<file path="config.mk">
export PLATFORM = sky130hd
export DESIGN_NAME = vf_stall_prevention_limiter
export DESIGN_NICKNAME = d
export VERILOG_FILES = /design/src/hdl/stall_pkg.sv /design/src/hdl/seq_divider.sv /design/src/hdl/vf_stall_prevention_limiter.sv
export SDC_FILE = /design/constraint.sdc
export NUM_CORES = 2
export LEC_CHECK = 0
export BUFFER_PORTS_ARGS = -buffer_cell sky130_fd_sc_hd__buf_2
export CELL_PAD_IN_SITES_DETAIL_PLACEMENT = 1
export CELL_PAD_IN_SITES_GLOBAL_PLACEMENT = 1
export CORE_UTILIZATION = 51
export DETAILED_ROUTE_END_ITERATION = 10
export GPL_TIMING_DRIVEN = 1
export PLACE_DENSITY_LB_ADDON = 0.25
export SYNTH_ARGS = -nofsm -noshare
export SYNTH_HDL_FRONTEND = slang
export SYNTH_SLANG_ARGS = --single-unit
</file>
<file path="constraint.sdc">
create_clock -name sys_clk -period 31.1 [get_ports sys_clk]
set_input_delay 3.11 -clock sys_clk [delete_from_list [all_inputs] [get_ports sys_clk]]
set_output_delay 3.11 -clock sys_clk [all_outputs]
set_load 0.005 [all_outputs]
</file>
<file path="src/hdl/stall_pkg.sv">
package stall_pkg;

	localparam int DATA_W = 16;
	localparam int ADDR_W = 4;

	// Register word offsets
	localparam logic [3:0] ADDR_CTRL     = 4'h0;
	localparam logic [3:0] ADDR_OC_THR   = 4'h1;
	localparam logic [3:0] ADDR_OC_GAIN  = 4'h2;
	localparam logic [3:0] ADDR_HS_COEF  = 4'h3;
	localparam logic [3:0] ADDR_OV_THR   = 4'h4;
	localparam logic [3:0] ADDR_OV_FGAIN = 4'h5;
	localparam logic [3:0] ADDR_OV_VGAIN = 4'h6;
	localparam logic [3:0] ADDR_OV_RISE  = 4'h7;
	localparam logic [3:0] ADDR_OVEXC    = 4'h8;
	localparam logic [3:0] ADDR_OSC      = 4'h9;
	localparam logic [3:0] ADDR_RATED    = 4'hA;
	localparam logic [3:0] ADDR_RAMP     = 4'hB;
	localparam logic [3:0] ADDR_STATUS   = 4'hC;
	localparam logic [3:0] ADDR_OUT_FREQ = 4'hD;
	localparam logic [3:0] ADDR_EFF_THR  = 4'hE;

	// Field positions in the control word
	localparam int CTRL_OC_EN_BIT = 0;
	localparam int CTRL_OV_EN_BIT = 1;

	// Values after reset and documented ranges
	localparam logic [7:0]  OC_THR_RST    = 8'h96;
	localparam logic [15:0] OC_THR_MIN    = 16'h0032;
	localparam logic [15:0] OC_THR_MAX    = 16'h00C8;
	localparam logic [7:0]  OC_GAIN_RST   = 8'h14;
	localparam logic [7:0]  HS_COEF_RST   = 8'h32;
	localparam logic [15:0] HS_COEF_MIN   = 16'h0032;
	localparam logic [15:0] HS_COEF_MAX   = 16'h00C8;
	localparam logic [15:0] OV_THR_RST    = 16'h1E14;
	localparam logic [15:0] OV_THR_MIN    = 16'h07D0;
	localparam logic [15:0] OV_THR_MAX    = 16'h4E20;
	localparam logic [7:0]  OV_FGAIN_RST  = 8'h1E;
	localparam logic [7:0]  OV_VGAIN_RST  = 8'h1E;
	localparam logic [7:0]  OV_RISE_RST   = 8'h05;
	localparam logic [15:0] OV_RISE_MAX   = 16'h0032;
	localparam logic [7:0]  OVEXC_RST     = 8'h40;
	localparam logic [15:0] OVEXC_MAX     = 16'h00C8;
	localparam logic [15:0] GAIN_MAX      = 16'h0064;
	localparam logic [7:0]  OSC_RST       = 8'h14;
	localparam logic [15:0] RATED_RST     = 16'h1388;
	localparam logic [15:0] RAMP_RST      = 16'h000A;

	// Scale factors: current in 0.1 %, frequency in 0.01 Hz
	localparam logic [7:0]  PCT_SCALE     = 8'h0A;
	localparam logic [7:0]  HZ_SCALE      = 8'h64;
	localparam logic [7:0]  HS_NEUTRAL    = 8'h32;
	localparam int          OC_SHIFT      = 4;
	localparam int          OV_SHIFT      = 6;
	localparam int          OSC_SHIFT     = 8;
	localparam int          DIV_STEPS     = 36;

	// Control update period
	localparam int CLK_PERIOD_NS  = 100;
	localparam int TICK_PERIOD_NS = 1000000;
	localparam int TICK_CYCLES    = TICK_PERIOD_NS / CLK_PERIOD_NS;

	typedef struct packed {
		logic        oc_en;
		logic        ov_en;
		logic [7:0]  oc_thr;
		logic [7:0]  oc_gain;
		logic [7:0]  hs_coef;
		logic [15:0] ov_thr;
		logic [7:0]  ov_fgain;
		logic [7:0]  ov_vgain;
		logic [7:0]  ov_rise;
		logic [7:0]  overexc;
		logic [7:0]  osc_gain;
		logic [15:0] rated_freq;
		logic [15:0] ramp_step;
	} settings_type;

	typedef struct packed {
		logic high_speed;
		logic ov_active;
		logic oc_active;
	} status_type;

	typedef enum logic [1:0] {
		ST_WAIT  = 2'h0,
		ST_DIV   = 2'h1,
		ST_APPLY = 2'h3
	} state_type;

endpackage : stall_pkg

</file>
<file path="src/hdl/seq_divider.sv">
`timescale 1ns/1ps
`default_nettype none
module seq_divider
	import stall_pkg::*;
(
	// Clock and reset
	input  wire logic        sys_clk,
	input  wire logic        rst,
	input  wire logic        ce,
	// Operands
	input  wire logic        start,
	input  wire logic [35:0] num,
	input  wire logic [23:0] den,
	// Result
	output logic             done,
	output logic [35:0]      quot
);

	logic [24:0] rem_r, rem_nxt;
	logic [35:0] q_r, q_nxt;
	logic [5:0]  cnt_r, cnt_nxt;
	logic        busy_r, busy_nxt;
	logic        done_r, done_nxt;
	logic [24:0] shifted;

	always_comb begin
		rem_nxt  = rem_r;
		q_nxt    = q_r;
		cnt_nxt  = cnt_r;
		busy_nxt = busy_r;
		done_nxt = 1'b0;
		shifted  = {rem_r[23:0], q_r[35]};
		if (start && !busy_r) begin
			rem_nxt  = '0;
			q_nxt    = num;
			cnt_nxt  = '0;
			busy_nxt = 1'b1;
		end else if (busy_r) begin
			if (shifted >= {1'b0, den}) begin
				rem_nxt = shifted - {1'b0, den};
				q_nxt   = {q_r[34:0], 1'b1};
			end else begin
				rem_nxt = shifted;
				q_nxt   = {q_r[34:0], 1'b0};
			end
			cnt_nxt = cnt_r + 6'h01;
			if (cnt_r == 6'(DIV_STEPS - 1)) begin
				busy_nxt = 1'b0;
				done_nxt = 1'b1;
			end
		end
	end

	always_ff @(posedge sys_clk) begin
		if (rst) begin
			rem_r  <= '0;
			q_r    <= '0;
			cnt_r  <= '0;
			busy_r <= 1'b0;
			done_r <= 1'b0;
		end else if (ce) begin
			rem_r  <= rem_nxt;
			q_r    <= q_nxt;
			cnt_r  <= cnt_nxt;
			busy_r <= busy_nxt;
			done_r <= done_nxt;
		end
	end

	assign done = done_r;
	assign quot = q_r;

endmodule : seq_divider
`default_nettype wire

</file>
<file path="src/hdl/vf_stall_prevention_limiter.sv">
// Overview of operation
// - Overcurrent lowers output frequency until current drops
// - Below threshold, frequency ramps back toward target
// - Overcurrent threshold 50..200 percent, default 150
// - Overcurrent stall enable bit, on after reset
// - Overcurrent gain 0..100, default 20, scales pullback
// - Above rated frequency, threshold times rated over running
// - Coefficient 50..200, default 50, 50 means none
// - Bus overvoltage raises frequency, lengthening deceleration
// - Overvoltage threshold 200.0..2000.0 V, default 770.0
// - Overvoltage stall enable bit, on after reset
// - Overvoltage frequency gain 0..100, default 30
// - Overvoltage voltage gain 0..100, default 30
// - Frequency rise during overvoltage capped, 0..50 Hz
// - Overexcitation gain 0..200, default 64, strengthens
// - Oscillation damping gain 0..100 damps output
//
// The implementer's own choices: the strobed register port and the register addresses.
`timescale 1ns/1ps
`default_nettype none
module vf_stall_prevention_limiter
	import stall_pkg::*;
#(
	parameter int TICK_LEN = TICK_CYCLES
)(
	// Clock, reset, enable
	input  wire logic        sys_clk,
	input  wire logic        rst,
	input  wire logic        ce,
	// Register port
	input  wire logic [3:0]  addr,
	input  wire logic [15:0] wr_data,
	input  wire logic        wr_en,
	input  wire logic        rd_en,
	output logic [15:0]      rd_data,
	// Measurements and target
	input  wire logic [15:0] target_freq,
	input  wire logic [15:0] motor_current,
	input  wire logic [15:0] bus_voltage,
	// Power stage command and status
	output logic [15:0]      out_freq,
	output logic             oc_stall_active,
	output logic             ov_stall_active
);

	settings_type set_r, set_nxt;
	state_type    st_r, st_nxt;
	status_type   stat_r, stat_nxt;
	logic [31:0]  tick_r, tick_nxt;
	logic [15:0]  out_r, out_nxt;
	logic [15:0]  thr_r, thr_nxt;
	logic [15:0]  ov_base_r, ov_base_nxt;
	logic [15:0]  dv_prev_r, dv_prev_nxt;
	logic [15:0]  rd_r, rd_nxt;
	logic         div_start, div_done;
	logic [35:0]  div_quot;
	logic [15:0]  base_thr;
	logic         high_speed, oc_hit, ov_hit;

	function automatic logic [7:0] clip8(input logic [15:0] v, input logic [15:0] lo,
			input logic [15:0] hi);
		logic [15:0] c;
		c = (v < lo) ? lo : ((v > hi) ? hi : v);
		return c[7:0];
	endfunction : clip8

	// Register writes, clamped to the legal range
	always_comb begin
		set_nxt = set_r;
		if (wr_en) begin
			if (addr == ADDR_CTRL) begin
				set_nxt.oc_en = wr_data[CTRL_OC_EN_BIT];
				set_nxt.ov_en = wr_data[CTRL_OV_EN_BIT];
			end else if (addr == ADDR_OC_THR) begin
				set_nxt.oc_thr = clip8(wr_data, OC_THR_MIN, OC_THR_MAX);
			end else if (addr == ADDR_OC_GAIN) begin
				set_nxt.oc_gain = clip8(wr_data, 16'h0000, GAIN_MAX);
			end else if (addr == ADDR_HS_COEF) begin
				set_nxt.hs_coef = clip8(wr_data, HS_COEF_MIN, HS_COEF_MAX);
			end else if (addr == ADDR_OV_THR) begin
				set_nxt.ov_thr = (wr_data < OV_THR_MIN) ? OV_THR_MIN :
					((wr_data > OV_THR_MAX) ? OV_THR_MAX : wr_data);
			end else if (addr == ADDR_OV_FGAIN) begin
				set_nxt.ov_fgain = clip8(wr_data, 16'h0000, GAIN_MAX);
			end else if (addr == ADDR_OV_VGAIN) begin
				set_nxt.ov_vgain = clip8(wr_data, 16'h0000, GAIN_MAX);
			end else if (addr == ADDR_OV_RISE) begin
				set_nxt.ov_rise = clip8(wr_data, 16'h0000, OV_RISE_MAX);
			end else if (addr == ADDR_OVEXC) begin
				set_nxt.overexc = clip8(wr_data, 16'h0000, OVEXC_MAX);
			end else if (addr == ADDR_OSC) begin
				set_nxt.osc_gain = clip8(wr_data, 16'h0000, GAIN_MAX);
			end else if (addr == ADDR_RATED) begin
				set_nxt.rated_freq = wr_data;
			end else if (addr == ADDR_RAMP) begin
				set_nxt.ramp_step = wr_data;
			end
		end
	end

	// Read port: data stands one cycle, zero otherwise
	always_comb begin
		rd_nxt = '0;
		if (rd_en) begin
			if (addr == ADDR_CTRL) begin
				rd_nxt = {14'h0000, set_r.ov_en, set_r.oc_en};
			end else if (addr == ADDR_OC_THR) begin
				rd_nxt = {8'h00, set_r.oc_thr};
			end else if (addr == ADDR_OC_GAIN) begin
				rd_nxt = {8'h00, set_r.oc_gain};
			end else if (addr == ADDR_HS_COEF) begin
				rd_nxt = {8'h00, set_r.hs_coef};
			end else if (addr == ADDR_OV_THR) begin
				rd_nxt = set_r.ov_thr;
			end else if (addr == ADDR_OV_FGAIN) begin
				rd_nxt = {8'h00, set_r.ov_fgain};
			end else if (addr == ADDR_OV_VGAIN) begin
				rd_nxt = {8'h00, set_r.ov_vgain};
			end else if (addr == ADDR_OV_RISE) begin
				rd_nxt = {8'h00, set_r.ov_rise};
			end else if (addr == ADDR_OVEXC) begin
				rd_nxt = {8'h00, set_r.overexc};
			end else if (addr == ADDR_OSC) begin
				rd_nxt = {8'h00, set_r.osc_gain};
			end else if (addr == ADDR_RATED) begin
				rd_nxt = set_r.rated_freq;
			end else if (addr == ADDR_RAMP) begin
				rd_nxt = set_r.ramp_step;
			end else if (addr == ADDR_STATUS) begin
				rd_nxt = {13'h0000, stat_r};
			end else if (addr == ADDR_OUT_FREQ) begin
				rd_nxt = out_r;
			end else if (addr == ADDR_EFF_THR) begin
				rd_nxt = thr_r;
			end
		end
	end

	assign base_thr   = 16'(set_r.oc_thr * PCT_SCALE);
	assign high_speed = out_r > set_r.rated_freq;
	assign oc_hit     = set_r.oc_en && (motor_current > thr_r);
	assign ov_hit     = set_r.ov_en && (bus_voltage > set_r.ov_thr);
	// Compensation only runs above rated frequency and with a non-neutral coefficient
	assign div_start  = (st_r == ST_WAIT) && (tick_r == 32'(TICK_LEN - 1)) && high_speed
		&& (set_r.hs_coef != HS_NEUTRAL);

	seq_divider u_div (
		.sys_clk (sys_clk),
		.rst     (rst),
		.ce      (ce),
		.start   (div_start),
		.num     (36'(base_thr * set_r.rated_freq * set_r.hs_coef)),
		.den     (24'(out_r * HZ_SCALE)),
		.done    (div_done),
		.quot    (div_quot)
	);

	logic [16:0] ramp_f, cap_f;
	logic [15:0] cand, dv, dv_rise, oc_err, mag, dmag;
	logic [19:0] oc_dec, ov_inc;
	logic [25:0] ov_sum;
	logic [16:0] raised;
	logic        neg;

	// Control sequencing and frequency update
	always_comb begin
		st_nxt      = st_r;
		tick_nxt    = tick_r;
		thr_nxt     = thr_r;
		out_nxt     = out_r;
		stat_nxt    = stat_r;
		ov_base_nxt = ov_base_r;
		dv_prev_nxt = dv_prev_r;
		ramp_f      = {1'b0, out_r};
		cap_f       = 17'(ov_base_r + set_r.ov_rise * HZ_SCALE);
		dv          = bus_voltage - set_r.ov_thr;
		dv_rise     = (dv > dv_prev_r) ? dv - dv_prev_r : 16'h0000;
		oc_err      = motor_current - thr_r;
		oc_dec      = 20'((24'(set_r.oc_gain) * 24'(oc_err)) >> OC_SHIFT);
		ov_sum      = 26'(set_r.ov_fgain * dv) + 26'(set_r.ov_vgain * dv_rise)
			+ 26'(set_r.overexc * dv);
		ov_inc      = ov_sum[25:OV_SHIFT];
		raised      = 17'h00000;
		cand        = out_r;
		mag         = '0;
		dmag        = '0;
		neg         = 1'b0;
		case (st_r)
			ST_WAIT: begin
				tick_nxt = tick_r + 32'h00000001;
				if (tick_r == 32'(TICK_LEN - 1)) begin
					tick_nxt = '0;
					if (div_start) begin
						st_nxt = ST_DIV;
					end else begin
						thr_nxt = base_thr;
						st_nxt  = ST_APPLY;
					end
				end
			end
			ST_DIV: begin
				if (div_done) begin
					// Never raise the threshold above the base setting
					thr_nxt = (div_quot < {20'h00000, base_thr}) ? div_quot[15:0] : base_thr;
					st_nxt  = ST_APPLY;
				end
			end
			ST_APPLY: begin
				if (out_r < target_freq) begin
					ramp_f = 17'(out_r + set_r.ramp_step);
					if (ramp_f > {1'b0, target_freq}) begin
						ramp_f = {1'b0, target_freq};
					end
				end else if (out_r > target_freq) begin
					ramp_f = (out_r - target_freq > set_r.ramp_step) ?
						17'(out_r - set_r.ramp_step) : {1'b0, target_freq};
				end
				if (oc_hit) begin
					// At least one step so the pullback cannot stall at gain 0
					if (oc_dec == 20'h00000) begin
						oc_dec = 20'h00001;
					end
					cand = (oc_dec >= {4'h0, out_r}) ? 16'h0000 : 16'(out_r - oc_dec);
				end else if (ov_hit) begin
					raised = (ov_inc > 20'h0FFFF) ? 17'h0FFFF : 17'(out_r + ov_inc);
					if (!stat_r.ov_active) begin
						cap_f = 17'(out_r + set_r.ov_rise * HZ_SCALE);
					end
					if (raised > cap_f) begin
						raised = (cap_f > {1'b0, out_r}) ? cap_f : {1'b0, out_r};
					end
					// Saturate rather than wrap when the cap sits above full scale
					cand = raised[16] ? 16'hFFFF : raised[15:0];
				end else begin
					cand = ramp_f[15:0];
				end
				// Damping trims each step but never to zero, so it cannot freeze the output
				neg  = cand < out_r;
				mag  = neg ? out_r - cand : cand - out_r;
				dmag = mag - 16'((24'(mag) * 24'(set_r.osc_gain)) >> OSC_SHIFT);
				out_nxt = neg ? out_r - dmag : out_r + dmag;
				if (ov_hit && !oc_hit && !stat_r.ov_active) begin
					ov_base_nxt = out_r;
				end
				dv_prev_nxt         = ov_hit ? dv : 16'h0000;
				stat_nxt.oc_active  = oc_hit;
				stat_nxt.ov_active  = ov_hit && !oc_hit;
				stat_nxt.high_speed = high_speed;
				st_nxt              = ST_WAIT;
			end
			default: begin
				st_nxt = ST_WAIT;
			end
		endcase
	end

	always_ff @(posedge sys_clk) begin
		if (rst) begin
			set_r <= '{oc_en: 1'b1, ov_en: 1'b1, oc_thr: OC_THR_RST, oc_gain: OC_GAIN_RST,
				hs_coef: HS_COEF_RST, ov_thr: OV_THR_RST, ov_fgain: OV_FGAIN_RST,
				ov_vgain: OV_VGAIN_RST, ov_rise: OV_RISE_RST, overexc: OVEXC_RST,
				osc_gain: OSC_RST, rated_freq: RATED_RST, ramp_step: RAMP_RST};
			st_r      <= ST_WAIT;
			stat_r    <= '0;
			tick_r    <= '0;
			out_r     <= '0;
			thr_r     <= {8'h00, OC_THR_RST} * {8'h00, PCT_SCALE};
			ov_base_r <= '0;
			dv_prev_r <= '0;
			rd_r      <= '0;
		end else if (ce) begin
			set_r     <= set_nxt;
			st_r      <= st_nxt;
			stat_r    <= stat_nxt;
			tick_r    <= tick_nxt;
			out_r     <= out_nxt;
			thr_r     <= thr_nxt;
			ov_base_r <= ov_base_nxt;
			dv_prev_r <= dv_prev_nxt;
			rd_r      <= rd_nxt;
		end
	end

	assign rd_data         = rd_r;
	assign out_freq        = out_r;
	assign oc_stall_active = stat_r.oc_active;
	assign ov_stall_active = stat_r.ov_active;
endmodule : vf_stall_prevention_limiter
`default_nettype wire

</file>
* Word-level counts from Yosys, hierarchy flattened
Index checks and enable logic that the tools add are counted.
Cells by class: $add $sub $neg 20, multipliers 10, magnitude comparators 22, equality and inequality tests 22, muxes and demuxes 75, bitwise gates (word level) 11, reductions and logical operators 34
Operators by type and width (number):
- $mux 16 | 35
- $mux 17 | 10
- $sub 16x16->16 | 10
- $gt 16x16->1 | 6
- $mul 8x16->24 | 4
- $mux 24 | 3
- $mux 36 | 2
- $mux 20 | 3
- $mux 8 | 7
- $lt 36x12->1 | 1
- $mul 27x8->35 | 1
- $add 16x15->17 | 2
- $gt 17x16->1 | 2
- $add 32x1->32 const B | 1
- $eq 32x14->1 const B | 1
- $lt 16x16->1 | 2
- $mux 32 | 1
- $pmux 16 s2 | 1
- $eq 4x4->1 const B | 7
- $mul 11x16->27 | 1
- $add 25x24->26 | 1
- $add 24x24->25 | 1
- $ge 25x23->1 | 1
- $mul 16x8->24 | 1
- other kinds (51) | 90
Storage, ports and cells: flip-flop bits (word level) 299, bits of input ports 73, output and inout bits 34, logic and storage cells 222

* Longest topological paths before layout
word-level depth 23, mapped depth 116, depth with buffers taken out 109

* Modules after synthesis
A second synthesis with hierarchy kept.
Second synthesis, totals: cell total of the unflattened synthesis 7622, area total of the unflattened synthesis 61531.5 sq um
By module, submodules not included:
- vf_stall_prevention_limiter | instances 1, cells each 7125, area an instance 57472.6 sq um, seq. area each 4624.4 sq um
- seq_divider | instances 1, cells each 497, area an instance 4058.9 sq um, seq. area each 1361.3 sq um

* Worst setup path before layout
Ideal clock, no wire load.
path kind input -> register, from input bus_voltage[1], to register out_r[15] (netlist: out_freq[15]), setup time 70 ps, arrival time 25908 ps, required time 31030 ps, slack 5121 ps, stages 108, buffers on the path 10, cells stage by stage ha_1 nor2b_1 o21ai_0 a21boi_0 o21ai_0 a21boi_0 o21ai_0 a21oi_1 o21ai_0 a21oi_1 o311ai_1 clkbuf_1 ha_1 a21oi_2 o21ai_2 or3b_4 a21oi_4 or3_1 (+72 left out) xor2_1 ha_1 a21o_1 a31oi_1 o21ai_0 xor2_1 nor3_1 a31oi_1 xor2_1 ha_1 a21o_1 a31oi_1 o21bai_1 a21oi_1 o21ai_0 xor3_1 or3_1 a21oi_1
On the way: word-level cells in the longest chain between the ends 23, elaborated cells between the ends (all ways) 32, those cells by class add/sub (10); mul (4); order compare (5); mux (12); reduce/logical (1)
RTL lines:
- start, declared | RTL line vf_stall_prevention_limiter.sv:39 | input wire logic [15:0] bus_voltage,
- $sub 16x16->16 | RTL line vf_stall_prevention_limiter.sv:176 | dv = bus_voltage - set_r.ov_thr;
- $sub 16x16->16 or $gt 16x16->1 (tied branches) | RTL line vf_stall_prevention_limiter.sv:177 | dv_rise = (dv > dv_prev_r) ? dv - dv_prev_r : 16'h0000;
- $mux 16 | RTL line vf_stall_prevention_limiter.sv:177
- $mul 8x16->24 | RTL line vf_stall_prevention_limiter.sv:180 | ov_sum = 26'(set_r.ov_fgain * dv) + 26'(set_r.ov_vgain * dv_rise)
- $add 24x24->25 | RTL line vf_stall_prevention_limiter.sv:180
- $add 25x24->26 | RTL line vf_stall_prevention_limiter.sv:181 | + 26'(set_r.overexc * dv);
- $add 16x17->17 or $gt 20x16->1 (tied branches) | RTL line vf_stall_prevention_limiter.sv:225 | raised = (ov_inc > 20'h0FFFF) ? 17'h0FFFF : 17'(out_r + ov_inc);
- $mux 17 | RTL line vf_stall_prevention_limiter.sv:225
- (+7 left out)
- $mux 16 (*) | RTL line vf_stall_prevention_limiter.sv:218 | if (oc_hit) begin
- $mux 16 (*) | RTL line vf_stall_prevention_limiter.sv:188 | case (st_r)
- $sub 16x16->16 or $lt 16x16->1 (tied branches) | RTL line vf_stall_prevention_limiter.sv:239, vf_stall_prevention_limiter.sv:238
- $mux 16 | RTL line vf_stall_prevention_limiter.sv:239 | mag = neg ? out_r - cand : cand - out_r;
- $mul 16x8->24 | RTL line vf_stall_prevention_limiter.sv:240 | dmag = mag - 16'((24'(mag) * 24'(set_r.osc_gain)) >> OSC_SHIFT);
- $sub 16x16->16 | RTL line vf_stall_prevention_limiter.sv:240
- $add 16x16->16 or $sub 16x16->16 (tied branches) | RTL line vf_stall_prevention_limiter.sv:241 | out_nxt = neg ? out_r - dmag : out_r + dmag;
- $mux 16 (*) | RTL line vf_stall_prevention_limiter.sv:241
- end signal, assigned | RTL line vf_stall_prevention_limiter.sv:276 | out_r <= out_nxt;
- end, declared | RTL line vf_stall_prevention_limiter.sv:50 | logic [15:0] out_r, out_nxt;
Every way passes the cells marked *; elsewhere a longest branch is shown, timed or not. The select of a mux whose other input is x is not followed. A chain may end at the register's enable or synchronous reset.

* Worst setup path after layout
Same ends and word-level chain as after synthesis.

==> flow_metrics.py <==
metrics = {
    "route": {
        "drt-total-wl_um": 225000,
        "first_iter_violations": 3520,
        "viasPerCell": 6.04,
        "num_vias": 55162,
        "drtAntennaViolNets": 0,
        "firstDrtPassIters": 6,
        "routedWlPerCell_um": 24.6,
        "drc": 0,
    },
    "critical_path": {
        "slowest_delay_ps": 800,
        "crit_top_cell": "fa_1",
        "required_ps": 31650,
        "path_max_fanout": 18,
        "crit_cells": 105,
        "crit_family": "compound AO/OA/AOI/OAI gates",
        "cp_slowest_cell": "nor3_1",
        "critPathCaptureType": "flop",
        "crit_arrival_ps": 29710,
        "ff2ff_setup_slack_ps": 3950,
        "reg2reg_depth": 105,
        "path_buf_inv": 9,
        "path_class": "in2reg",
        "cp-start-kind": "primary input",
    },
    "placed_design": {
        "hpwlAfterDp_um": 178000,
        "dp.cells": 9053,
        "dp_worst_setup_slack_ps": 1640,
        "routabilityCongestion": 0.969,
        "io_buffer_count": 106,
    },
    "sta": {
        "worst_pin_slew_ps": 1450,
        "setup_viol": 0,
        "hold_viol": 0,
        "fin_skew_ps": 35.4,
        "max_freq_mhz": 34.3,
        "rsz0062_at_grt": "false",
        "fin_tns_setup_ps": 0,
        "slew_headroom": 0.0350,
        "fin_crit_ps": 29160,
        "setup_ws_ps": 1940,
        "fin_crit_sh": 0.938,
        "slew_viol_final": 0,
    },
    "synth": {
        "syn_nets": 9155,
        "ys.flop_type": "dfxtp_1",
        "yosysSeqAreaShare": 0.0979,
        "netlist_area_mm2": 0.0612,
        "ys_types": 95,
        "synth_top_cell_by_area": "fa_1",
        "yosysMostFrequentCell": "inv_1",
        "ys_warn_count": 0,
        "synth_top_cell_area_share": 0.264,
        "synth_area_leaders": "fa_1 26%, ha_1 15%, dfxtp_1 9.8%",
        "postSynth.asyncResetShare": 0,
        "syn_area_per_cell_um2": 8.11,
        "synth_edf_count": 0,
        "synth_common_cells": "1,167 x inv_1, 987 x nand2_1, 807 x fa_1, 731 x ha_1, 449 x nor2_1",
        "synthCells": 7544,
        "ys_ff_latch": 299,
    },
    "floorplan": {
        "die_x_um": 348,
        "ios": 107,
        "rows": 126,
        "dieArea_mm2": 0.121,
        "die_h_um": 348,
        "core_area_mm2": 0.118,
        "start_util": 0.517,
    },
    "clocking": {
        "cts_hold_buf": 0,
        "cts_resized": 0,
        "htree_levels": 2,
        "cts_max_path_buffers": 3,
        "cts_tree": "yes",
        "cts.reportedPaths.clkPinSlew_ps": 70,
        "root_buffer": "clkbuf_16",
        "insertion_delay_ps": 620,
        "cts_buffers": 37,
        "clock_sinks": 299,
        "post-cts-setup-buffers": 0,
    },
    "global_route": {
        "antenna_found_initial": 26,
        "grt_remaining_overflow": 0,
        "grt_pass1_wl_um": 348000,
        "grt_start_max_net_pins": 68,
        "grt_pass1_vias": 59868,
        "grt_usage": 0.372,
    },
    "cells_and_area": {
        "area_growth_pct": 5.88,
        "utilization": 0.547,
        "stdcell_count": 9133,
        "fin_nets": 9103,
        "drive_gt1_frac": 0.0479,
    },
    "worst_hold_path": {
        "hold_class": "reg2reg",
        "holdPathStages": 2,
    },
    "job": {
        "cap_violations": 0,
    },
    "run_status": {
        "status": "complete, no violations",
    },
}
-- per-layer routing --
layer  part of all wire  track usage
met2               0.48        0.632
met4              0.070        0.226
met1               0.39        0.442
met5            0.00046            0
met3              0.059       0.0576
-- registers in the layout, summed over array words and instances (netlist names) --
| name | flops |
|---|---|
| set_r | 114 |
| u_div.quot | 36 |
| tick_r | 32 |
| u_div.rem_r | 24 |
| dv_prev_r | 16 |
| out_freq | 16 |
| ov_base_r | 16 |
| rd_data | 16 |
| thr_r | 16 |
| u_div.cnt_r | 6 |
| st_r | 2 |
| oc_stall_active | 1 |
| ov_stall_active | 1 |
| stat_r | 1 |
| u_div.busy_r | 1 |
| u_div.done | 1 |
-- worst register-to-register path: cells and delay by family, from the launching register on --
kind                     cells  cell delay [ps]
AO/OA/AOI/OAI               46            10290
adder cells (fa/ha/maj)     21             8720
AND/OR/NAND/NOR             20             4810
XOR/XNOR                     8             1740
buffers and inverters        9              670
flip-flops                   1              530
multiplexers                 1              360
-- stage by stage --
step                      hold slack (ps)  area, um^2
after floorplan                       427       61200
after global placement                439       63400
after detailed placement              456       63400
after CTS                             465       64700
after global routing                  485       64700
final                                 462       64700
-- cells in the final DEF, fill, tap and decap left out, types with 36 or more instances in the layout --
cell type     n
nor2b_1     108
a22oi_1      59
mux2i_1      77
fa_1        807
o21bai_1     50
nor2_1      448
a211oi_1     38
a21oi_1     421
ha_1        731
nand2b_1     75
nand2_1     987
a31oi_1      50
dfxtp_1     296
nand4_1      68
inv_1      1167
nor3_1      105
nand3_1      94
clkbuf_16    37
and3_1       43
a21o_1      128
o211ai_1     78
or3_1        36
and2_1      359
buf_4       108
o21ai_0     253
buf_2       105
xnor2_1     208
xor2_1      110
o21a_1       48
-- final cells by class --
type                    count  area [um^2]
repair buffers            214         1350
multi-input cells        5768        49700
clock buffers              48         1030
diodes                     13         32.5
fillers                 14497        53700
well taps                1600         2000
clock inverters            19          274
flip-flops and latches    299         5990
inverters                1172         4400
-- kinds of logic after synthesis --
logic type               share of synthesized area
XOR/XNOR                                    0.0470
AO/OA/AOI/OAI                                0.146
AND/OR/NAND/NOR                              0.189
adder cells (fa/ha/maj)                      0.414
buffers and inverters                       0.0910
flip-flops                                  0.0979
multiplexers                                0.0150
-- path summary, 6_finish.rpt --
kind / from / endpoint
min reg2reg: dv_prev_r[5] / dv_prev_r[5]
min: dv_prev_r[5] / dv_prev_r[5]
max: bus_voltage[1] / out_freq[15]
max reg2reg: set_r[73] / out_freq[15]
Power is not shown: default switching activity piles up to over one toggle a cycle in this logic, so the estimate is an artifact.
